### config.mk
export PLATFORM = sky130hd
export DESIGN_NAME = metirq_bank
export DESIGN_NICKNAME = d
export VERILOG_FILES = /design/src/metirq_pkg.sv /design/src/metirq_bank.sv /design/src/metirq_sticky.sv /design/src/metirq_pulse_mon.sv
export SDC_FILE = /design/constraint.sdc
export NUM_CORES = 1
export LEC_CHECK = 0
export BUFFER_PORTS_ARGS = -buffer_cell sky130_fd_sc_hd__buf_4
export CORE_AREA = 2 2 210 109
export DETAILED_ROUTE_END_ITERATION = 10
export DIE_AREA = 0 0 212 111
export GPL_ROUTABILITY_DRIVEN = 1
export PLACE_DENSITY = 0.52
export REMOVE_ABC_BUFFERS = 1
export SLEW_MARGIN = 10
export SYNTH_ARGS = -nofsm -noshare
export SYNTH_HDL_FRONTEND = slang
export SYNTH_SLANG_ARGS = --single-unit
export TNS_END_PERCENT = 100
### constraint.sdc
create_clock -name CLK_SYS_IN -period 7.2 [get_ports CLK_SYS_IN]
set_input_delay 1.44 -clock CLK_SYS_IN [delete_from_list [all_inputs] [get_ports CLK_SYS_IN]]
set_output_delay 1.44 -clock CLK_SYS_IN [all_outputs]
set_load 0.02 [all_outputs]
### src/metirq_pkg.sv
package metirq_pkg;

    localparam int          ADDR_W        = 14;
    localparam int          DATA_W        = 32;
    localparam int          PAGE_N        = 16;
    localparam int          PULSE_N       = 4;

    // register indices; byte address is four times the index
    localparam logic [11:0] IDX_STAT_A    = 12'h402;
    localparam logic [11:0] IDX_STAT_B    = 12'h403;
    localparam logic [11:0] IDX_ENA_A     = 12'h405;
    localparam logic [11:0] IDX_ENA_B     = 12'h406;
    localparam logic [11:0] IDX_SIGN      = 12'h410;
    localparam logic [11:0] IDX_PAGE_SEL  = 12'h411;
    localparam logic [11:0] IDX_CKSUM     = 12'h412;
    localparam logic [11:0] IDX_CTRL      = 12'h413;

    // word a bit positions
    localparam int          BIT_PAGE_FULL = 17;
    localparam int          BIT_TRIG_STOP = 16;
    localparam int          BIT_SAMPLE    = 15;
    localparam int          BIT_PULSE_LO  = 11;
    localparam int          BIT_SIGN_LO   = 7;
    localparam int          BIT_REACT_LO  = 4;
    localparam int          BIT_ACT_LO    = 1;
    localparam int          BIT_ENERGY    = 0;
    // word b bit positions, then the soft reset bit of the control word
    localparam int          BIT_FAULT_LO  = 28;
    localparam int          BIT_CRC_DONE  = 27;
    localparam int          BIT_CHECKSUM_CHANGED_IRQ_EN   = 26;
    localparam int          BIT_SAG_LO    = 24;
    localparam int          BIT_SOFT_RST  = 0;

    localparam logic [31:0] ENA_A_WMASK   = 32'h0003ffff;
    localparam logic [31:0] ENA_B_WMASK   = 32'hff000000;
    localparam logic [31:0] STAT_A_W1C    = 32'h0003ffff;
    localparam logic [31:0] STAT_B_W1C    = 32'h4f000000;
    localparam logic [31:0] FAULT_HELD    = 32'hb0000000;
    localparam logic [31:0] FAULT_NOMASK  = 32'h30000000;
    localparam logic [31:0] RST_WORD      = 32'h00000000;

    function automatic logic [31:0] strb_bits(input logic [3:0] strb);
        strb_bits = {{8{strb[3]}}, {8{strb[2]}}, {8{strb[1]}}, {8{strb[0]}}};
    endfunction : strb_bits

    function automatic logic [31:0] merge_strb(input logic [31:0] old,
                                               input logic [31:0] wdata,
                                               input logic [3:0]  strb,
                                               input logic [31:0] wmask);
        logic [31:0] en;
        en         = strb_bits(strb) & wmask;
        merge_strb = (old & ~en) | (wdata & en);
    endfunction : merge_strb

endpackage : metirq_pkg

### src/metirq_bank.sv
// Operation
// - enable bit 17 passes a full waveform page selected for page irqs.
// - enable bit 16 passes the capture buffer stopping after a trigger.
// - with enable bit 15 set, every new waveform sample raises the interrupt.
// - enable bits 11 to 14 pass pulse outputs one to four falling.
// - enable bits 7 to 10 pass a pulse sign change against the last pulse.
// - enable bits 4, 5, 6 pass a reactive power sign change of phase A, B, C.
// - enable bits 1, 2, 3 pass an active power sign change of phase A, B, C.
// - enable bit 0 passes each update of the accumulated energy registers.
// - word b bit 31 passes fault three, cleared only by a soft or hard reset.
// - enable word b bit 30 passes fault two.
// - faults one and zero at bits 29, 28 always interrupt, clear by reset.
// - enable bit 27 passes completion of a forced checksum calculation.
// - enable bit 26 passes a checksum change; the new checksum is held.
// - enable bits 25 and 24 pass phase C and phase B entering a voltage dip.
// - each pulse output's latest sign is recorded as it falls, one positive.
//
// Added by the designer: the APB interface to the registers.
`timescale 1ns/10ps
module metirq_bank #(
    parameter int AW = metirq_pkg::ADDR_W
) (
    input  wire logic          CLK_SYS_IN,            // 250 MHz clock
    input  wire logic          RESET_IN,              // async reset, high
    input  wire logic          PSEL_IN,               // apb select
    input  wire logic          PENABLE_IN,            // apb access phase
    input  wire logic          PWRITE_IN,             // apb write
    input  wire logic [AW-1:0] PADDR_IN,              // apb byte address
    input  wire logic [31:0]   PWDATA_IN,             // apb write data
    input  wire logic [3:0]    PSTRB_IN,              // apb byte enables
    output logic      [31:0]   PRDATA_OUT,            // apb read data
    output logic               PREADY_OUT,            // apb ready
    output logic               PSLVERR_OUT,           // apb error
    input  wire logic [15:0]   PAGE_FILLED_IN,        // page full pulses
    input  wire logic          TRIG_STOP_IN,          // capture stopped
    input  wire logic          SAMPLE_READY_IN,       // new samples
    input  wire logic [3:0]    PULSE_OUT_PIN_IN,      // pulse pins 1..4
    input  wire logic [3:0]    PULSE_SIGN_IN,         // energy sign 1..4
    input  wire logic [2:0]    ACTIVE_SIGN_CHG_IN,    // phase a,b,c
    input  wire logic [2:0]    REACTIVE_SIGN_CHG_IN,  // phase a,b,c
    input  wire logic          ENERGY_UPDATE_IN,      // energy update
    input  wire logic [3:0]    FAULT_IN,              // faults 3..0
    input  wire logic          CHECKSUM_DONE_IN,      // forced crc done
    input  wire logic          CHECKSUM_CHANGED_IN,   // crc changed
    input  wire logic [31:0]   CHECKSUM_VALUE_IN,     // new crc value
    input  wire logic [1:0]    SAG_LEVEL_IN,          // dip: [1] c, [0] b
    output logic               IRQ_OUT                // interrupt, high
);
    typedef struct packed {
        logic [31:0] ena_a;
        logic [31:0] ena_b;
        logic [15:0] page_sel;
        logic [31:0] cksum;
        logic [1:0]  sag_prev;
        logic [31:0] rdata;
        logic        slverr;
        logic        soft_clr;
        logic        irq;
    } metirq_bank_t;

    metirq_bank_t st_ff;
    metirq_bank_t nxt_st;

    logic [31:0] ev_a;
    logic [31:0] ev_b;
    logic [31:0] clr_a;
    logic [31:0] clr_b;
    logic [31:0] stat_a;
    logic [31:0] stat_b;
    logic [3:0]  issued;
    logic [3:0]  sign_chg;
    logic [3:0]  sign_rec;
    logic [11:0] widx;
    logic        addr_ok;
    logic        hit;
    logic        setup;
    logic        wr_acc;
    logic [31:0] wmask;
    logic [31:0] pg_merge;

    // decode reads bits 13:2, so a narrower bus cannot reach the map
    if (AW < metirq_pkg::ADDR_W) begin : g_aw_check
        $error("metirq_bank: AW must be at least 14");
    end

    metirq_pulse_mon #(
        .N (metirq_pkg::PULSE_N)
    ) u_pulse (
        .clk_in       (CLK_SYS_IN),
        .rst_in       (RESET_IN),
        .pin_in       (PULSE_OUT_PIN_IN),
        .sign_in      (PULSE_SIGN_IN),
        .issued_out   (issued),
        .sign_chg_out (sign_chg),
        .sign_out     (sign_rec)
    );

    metirq_sticky #(
        .W (32)
    ) u_stat_a (
        .clk_in (CLK_SYS_IN),
        .rst_in (RESET_IN),
        .set_in (ev_a),
        .clr_in (clr_a),
        .q_out  (stat_a)
    );

    metirq_sticky #(
        .W (32)
    ) u_stat_b (
        .clk_in (CLK_SYS_IN),
        .rst_in (RESET_IN),
        .set_in (ev_b),
        .clr_in (clr_b),
        .q_out  (stat_b)
    );

    // event vectors share the bit layout of the enable words
    always_comb begin
        ev_a = metirq_pkg::RST_WORD;
        ev_a[metirq_pkg::BIT_PAGE_FULL] =
            |(PAGE_FILLED_IN & st_ff.page_sel);
        ev_a[metirq_pkg::BIT_TRIG_STOP] = TRIG_STOP_IN;
        ev_a[metirq_pkg::BIT_SAMPLE]    = SAMPLE_READY_IN;
        ev_a[metirq_pkg::BIT_PULSE_LO +: 4] = issued;
        ev_a[metirq_pkg::BIT_SIGN_LO +: 4]  = sign_chg;
        ev_a[metirq_pkg::BIT_REACT_LO +: 3] = REACTIVE_SIGN_CHG_IN;
        ev_a[metirq_pkg::BIT_ACT_LO +: 3]   = ACTIVE_SIGN_CHG_IN;
        ev_a[metirq_pkg::BIT_ENERGY]    = ENERGY_UPDATE_IN;

        ev_b = metirq_pkg::RST_WORD;
        ev_b[metirq_pkg::BIT_FAULT_LO +: 4] = FAULT_IN;
        ev_b[metirq_pkg::BIT_CRC_DONE] = CHECKSUM_DONE_IN;
        ev_b[metirq_pkg::BIT_CHECKSUM_CHANGED_IRQ_EN]  = CHECKSUM_CHANGED_IN;
        // dip entry only, staying in a dip is not a new event
        ev_b[metirq_pkg::BIT_SAG_LO +: 2] =
            SAG_LEVEL_IN & ~st_ff.sag_prev;
    end

    // address decode; misaligned or out of range words are unmapped
    always_comb begin
        widx    = PADDR_IN[13:2];
        addr_ok = (PADDR_IN[1:0] == 2'h0);
        if (AW > metirq_pkg::ADDR_W) begin
            addr_ok = addr_ok && ((PADDR_IN >> metirq_pkg::ADDR_W) == '0);
        end
        case (widx)
            metirq_pkg::IDX_STAT_A,
            metirq_pkg::IDX_STAT_B,
            metirq_pkg::IDX_ENA_A,
            metirq_pkg::IDX_ENA_B,
            metirq_pkg::IDX_SIGN,
            metirq_pkg::IDX_PAGE_SEL,
            metirq_pkg::IDX_CKSUM,
            metirq_pkg::IDX_CTRL: hit = addr_ok;
            default:              hit = 1'b0;
        endcase
        setup  = PSEL_IN && !PENABLE_IN;
        wr_acc = PSEL_IN && PENABLE_IN && PWRITE_IN && hit;
        wmask  = PWDATA_IN & metirq_pkg::strb_bits(PSTRB_IN);
    end

    // write-one-to-clear; faults 3, 1, 0 clear only by reset
    always_comb begin
        clr_a = metirq_pkg::RST_WORD;
        clr_b = metirq_pkg::RST_WORD;
        if (wr_acc && widx == metirq_pkg::IDX_STAT_A) begin
            clr_a = wmask & metirq_pkg::STAT_A_W1C;
        end
        if (wr_acc && widx == metirq_pkg::IDX_STAT_B) begin
            clr_b = wmask & metirq_pkg::STAT_B_W1C;
        end
        if (st_ff.soft_clr) begin
            clr_b = clr_b | metirq_pkg::FAULT_HELD;
        end
    end

    always_comb begin
        nxt_st          = st_ff;
        nxt_st.sag_prev = SAG_LEVEL_IN;
        nxt_st.soft_clr = 1'b0;
        // page select honours byte enables like the enable words
        pg_merge        = metirq_pkg::merge_strb({16'h0000, st_ff.page_sel},
            PWDATA_IN, PSTRB_IN, 32'h0000ffff);

        if (CHECKSUM_CHANGED_IN || CHECKSUM_DONE_IN) begin
            nxt_st.cksum = CHECKSUM_VALUE_IN;
        end

        if (wr_acc) begin
            case (widx)
                metirq_pkg::IDX_ENA_A: begin
                    nxt_st.ena_a = metirq_pkg::merge_strb(st_ff.ena_a,
                        PWDATA_IN, PSTRB_IN, metirq_pkg::ENA_A_WMASK);
                end
                metirq_pkg::IDX_ENA_B: begin
                    nxt_st.ena_b = metirq_pkg::merge_strb(st_ff.ena_b,
                        PWDATA_IN, PSTRB_IN, metirq_pkg::ENA_B_WMASK);
                end
                metirq_pkg::IDX_PAGE_SEL: begin
                    nxt_st.page_sel = pg_merge[15:0];
                end
                metirq_pkg::IDX_CTRL: begin
                    nxt_st.soft_clr = wmask[metirq_pkg::BIT_SOFT_RST];
                end
                default: begin
                    nxt_st.soft_clr = 1'b0;
                end
            endcase
        end

        // read data captured in the setup cycle, so it leaves a flop
        if (setup) begin
            nxt_st.slverr = !hit;
            case (hit ? widx : 12'h000)
                metirq_pkg::IDX_STAT_A:   nxt_st.rdata = stat_a;
                metirq_pkg::IDX_STAT_B:   nxt_st.rdata = stat_b;
                metirq_pkg::IDX_ENA_A:    nxt_st.rdata = st_ff.ena_a;
                metirq_pkg::IDX_ENA_B:    nxt_st.rdata = st_ff.ena_b;
                metirq_pkg::IDX_SIGN:
                    nxt_st.rdata = {28'h0000000, sign_rec};
                metirq_pkg::IDX_PAGE_SEL:
                    nxt_st.rdata = {16'h0000, st_ff.page_sel};
                metirq_pkg::IDX_CKSUM:    nxt_st.rdata = st_ff.cksum;
                default:                  nxt_st.rdata = metirq_pkg::RST_WORD;
            endcase
        end

        // faults 1 and 0 bypass the enable word
        nxt_st.irq = |(stat_a & st_ff.ena_a)
                   | |(stat_b & st_ff.ena_b & ~metirq_pkg::FAULT_NOMASK)
                   | |(stat_b & metirq_pkg::FAULT_NOMASK);
    end

    always_ff @(posedge CLK_SYS_IN or posedge RESET_IN) begin
        if (RESET_IN) begin
            st_ff <= '0;
        end else begin
            st_ff <= nxt_st;
        end
    end

    // one wait-free access phase after setup
    assign PREADY_OUT  = PSEL_IN && PENABLE_IN;
    assign PRDATA_OUT  = st_ff.rdata;
    assign PSLVERR_OUT = PSEL_IN && PENABLE_IN && st_ff.slverr;
    assign IRQ_OUT     = st_ff.irq;
endmodule : metirq_bank

### src/metirq_sticky.sv
`timescale 1ns/10ps
module metirq_sticky #(
    parameter int W = 32
) (
    input  wire logic         clk_in,   // system clock
    input  wire logic         rst_in,   // async reset, high
    input  wire logic [W-1:0] set_in,   // event pulses
    input  wire logic [W-1:0] clr_in,   // clear pulses
    output logic      [W-1:0] q_out     // sticky flags
);
    typedef struct packed {
        logic [W-1:0] flags;
    } metirq_stk_t;

    metirq_stk_t st_ff;
    metirq_stk_t nxt_st;

    if (W < 1) begin : g_w_check
        $error("metirq_sticky: W must be at least 1");
    end

    always_comb begin
        nxt_st       = st_ff;
        // set after clear, so an event in the clear cycle survives
        nxt_st.flags = (st_ff.flags & ~clr_in) | set_in;
    end

    always_ff @(posedge clk_in or posedge rst_in) begin
        if (rst_in) begin
            st_ff <= '0;
        end else begin
            st_ff <= nxt_st;
        end
    end

    assign q_out = st_ff.flags;
endmodule : metirq_sticky

### src/metirq_pulse_mon.sv
`timescale 1ns/10ps
module metirq_pulse_mon #(
    parameter int N = 4
) (
    input  wire logic         clk_in,       // system clock
    input  wire logic         rst_in,       // async reset, high
    input  wire logic [N-1:0] pin_in,       // pulse pins, async
    input  wire logic [N-1:0] sign_in,      // energy sign, 1 positive
    output logic      [N-1:0] issued_out,   // falling edge seen, pulse
    output logic      [N-1:0] sign_chg_out, // sign flipped, pulse
    output logic      [N-1:0] sign_out      // sign of latest pulse
);
    typedef struct packed {
        logic [N-1:0] sync1;
        logic [N-1:0] sync2;
        logic [N-1:0] prev;
        logic [N-1:0] sign;
        logic [N-1:0] seen;
        logic [N-1:0] issued;
        logic [N-1:0] chg;
    } metirq_pm_t;

    metirq_pm_t st_ff;
    metirq_pm_t nxt_st;
    logic [N-1:0] fall;

    if (N < 1) begin : g_n_check
        $error("metirq_pulse_mon: N must be at least 1");
    end

    always_comb begin
        nxt_st       = st_ff;
        nxt_st.sync1 = pin_in;
        nxt_st.sync2 = st_ff.sync1;
        nxt_st.prev  = st_ff.sync2;
        fall         = st_ff.prev & ~st_ff.sync2;
        nxt_st.issued = fall;
        // no polarity change on the first pulse after reset
        nxt_st.chg   = fall & st_ff.seen & (sign_in ^ st_ff.sign);
        nxt_st.sign  = (st_ff.sign & ~fall) | (sign_in & fall);
        nxt_st.seen  = st_ff.seen | fall;
    end

    always_ff @(posedge clk_in or posedge rst_in) begin
        if (rst_in) begin
            st_ff <= '0;
        end else begin
            st_ff <= nxt_st;
        end
    end

    assign issued_out   = st_ff.issued;
    assign sign_chg_out = st_ff.chg;
    assign sign_out     = st_ff.sign;
endmodule : metirq_pulse_mon

==> results by group <==
Timing
  – Max transition margin: 17.3%
  – Tmin final: 4.17 ns
  – Max Fclk: 240 MHz
  – Worst hold slack: 0.348 ns
  – Final Hold Fails: 0
  – Pin slew with the least headroom to its limit: 1.23 ns
  – Fin crit share: 57.8%
  – RSZ-0062 raised after global routing: false
  – TNS Setup: 0 ns
  – Max-slew violations: 0
  – Setup violations, final: 0
  – Clock Skew: 0.00995 ns

Yosys
  – Post-synthesis xor/xnor area fraction: 0.468%
  – Post-synthesis adder-cell area fraction: 0%
  – Post-synth EDFFs: 0
  – Distinct cells, synth: 52
  – Post-Synthesis Cell Area: 7480 sq um
  – Cells after synthesis: 606
  – Post-synthesis sequential area ratio: 55.2%
  – Synth top area cells: dfrtp_1 (55%), mux2_2 (11%), buf_4 (3.5%)
  – Most frequent cell after synthesis: dfrtp_1
  – Synth Area in Simple Gates: 12.8%
  – Synth top area share: 55.2%
  – Post-synth top flop: dfrtp_1
  – Syn_area_per_cell: 12.3 sq um
  – Yosys warnings: 0
  – Area leader, netlist: dfrtp_1
  – Largest family of logic cells by synthesized area: compound AO/OA/AOI/OAI gates
  – Post-synthesis mux area share: 12.3%
  – Ys async rst share: 100%
  – Synth cell count leaders: dfrtp_1 (165), mux2_2 (74), nand2_1 (38)
  – #FFs+latches synth: 165
  – Compound-Gate Fraction of Synth Area: 13.5%

Setup path
  – CP endpoint kind: flop
  – Worst Path Max Fanout: 22
  – CP Class: in2reg
  – Startpoint types: primary input
  – Worst EP arrival: 4.47 ns
  – Worst Path Required: 7.51 ns

Power and ir drop
  – Pwr Total: 2.19 mW
  – Worst IR Drop VDD: 0.140 mV
  – Pleak: 4.15 nW
  – Pwr/cell area: 231 nW/um^2

Final layout
  – Layout area overhead: 26.4%
  – Antenna diode count: 0
  – Layout cells sized above 1: 39.6%
  – Layout net count: 852

Clocking
  – TritonCTS Buffers: 17
  – Root Driver: clkbuf_16
  – Postcts setup bufs: 0
  – Clock-pin slew on the worst setup and hold paths: 0.06 ns
  – CTS tree: built
  – Htree depth: 4
  – Cts repair resizes: 0
  – Clock latency on the worst-skew pair: 0.43 ns
  – CTS Sinks: 165
  – Hold buffer count at CTS: 0
  – Max clock buf depth: 2

Global route
  – Antenna violations before repair: 0
  – Vias in the first global route: 5,972
  – First-pass GRT wire length: 36,300 microns
  – Largest net degree at the start of global routing: 96
  – GRT Total Usage: 21.0%
  – Total grt overflow: 0

Placement
  – RD Place Congestion: 0.851
  – Post-DP HPWL: 16,900 microns
  – Port Buffers: 156

Detailed routing
  – Drt pass-1 iters: 4
  – Starting DRT DRC Count: 464
  – Post-DRT Antenna Nets: 0
  – DRC: 0
  – Routed WL: 24,100 microns
  – Vias: 5,669
  – DR vias/cell: 5.43
  – DR WL/cell: 23.1 microns

Die
  – Starting Density: 34.0%
  – Core area: 22,000 sq um
  – Die area: 23,500 sq um
  – Chip height: 111 microns
  – Site Rows: 39
  – Die W: 212 microns
  – I/O Pins: 163

Worst hold path
  – HP Class: reg2reg

Flow run
  – Max-cap violation count: 0

Status
  – Status: complete, no violations
## where the power goes
group	internal, mW	leakage, nW	switching (mW)
Clock	0.672	0.324	0.387
Combinational	0.0750	1.80	0.0817
Sequential	0.953	2.02	0.0170
## cell families after synthesis
kind of cell / after synthesis
xor gates and xnor gates: 4
and+or+nand+nor: 151
muxes: 82
AOI/OAI and AO/OA: 130
buffers and inverters: 74
DFF: 165
## cell type report
type / count / area [sq um]
Inverter: 6 / 27.5
Clock buffer: 21 / 460
Tap cell: 307 / 384
Timing Repair Buffer: 167 / 1250
Sequential cell: 165 / 4130
Multi-Input combinational cell: 367 / 2970
Fill cell: 2061 / 12600
Clock inverter: 11 / 221
## cells in the final DEF, fill, tap and decap left out, types with 5 or more instances in the layout
master and count:
a22oi_1 13, a21o_1 23, a22o_1 23, bufinv_16 6, nor4_1 7, dfrtp_1 165
a32oi_1 28, mux2_1 8, nand3_1 37, nand2_1 38, nor4bb_1 5, a222oi_1 6
inv_1 5, mux2_2 74, o21ai_0 19, buf_4 167, clkbuf_16 17, and3_1 7
## final timing paths
path	start	to	slack [ns]	cells past startpoint
max in group asynchronous	RESET_IN	u_stat_a.q_out[2]	4.49	3
max	PADDR_IN[10]	flop	3.04	5
min	u_pulse.nxt_st[22]	u_pulse.nxt_st[18]	0.35	0
max reg2reg	u_stat_a.q_out[1]	IRQ_OUT	5.43	3
min in group asynchronous	RESET_IN	u_pulse.nxt_st[23]	1.19	2
min reg2reg	u_pulse.nxt_st[22]	u_pulse.nxt_st[18]	0.35	0
## through the flow
| step | std cells | utilization [%] | cell area [sq um] | setup WS, ns |
|---|---|---|---|---|
| 2_1_floorplan | 538 | - | 7080 | 1.30 |
| 3_3_place_gp | 1012 | 39.8 | 8770 | 2.68 |
| 3_5_place_dp | 1012 | 39.8 | 8770 | 2.66 |
| 4_1_cts | 1044 | 42.9 | 9450 | 3.12 |
| 5_1_grt | 1044 | 42.9 | 9450 | 2.95 |
| 6_report | 1044 | 42.9 | 9450 | 3.04 |
## worst max-delay path, cell delays in order
cell and delay [ns]:
buf_4 0.11, or4b_1 0.98, nor3_2 0.84, nand3_1 0.63
mux2_2 0.47
## metal layers
metal	vias up	GRT usage (%)	share of wire (%)
met5	-	0	0
met2	233	28.3	41
met4	0	7.00	2.1
li1	2493	-	-
met3	34	7.11	8.5
met1	2909	31.1	49
(Power assumes the default switching activity.)
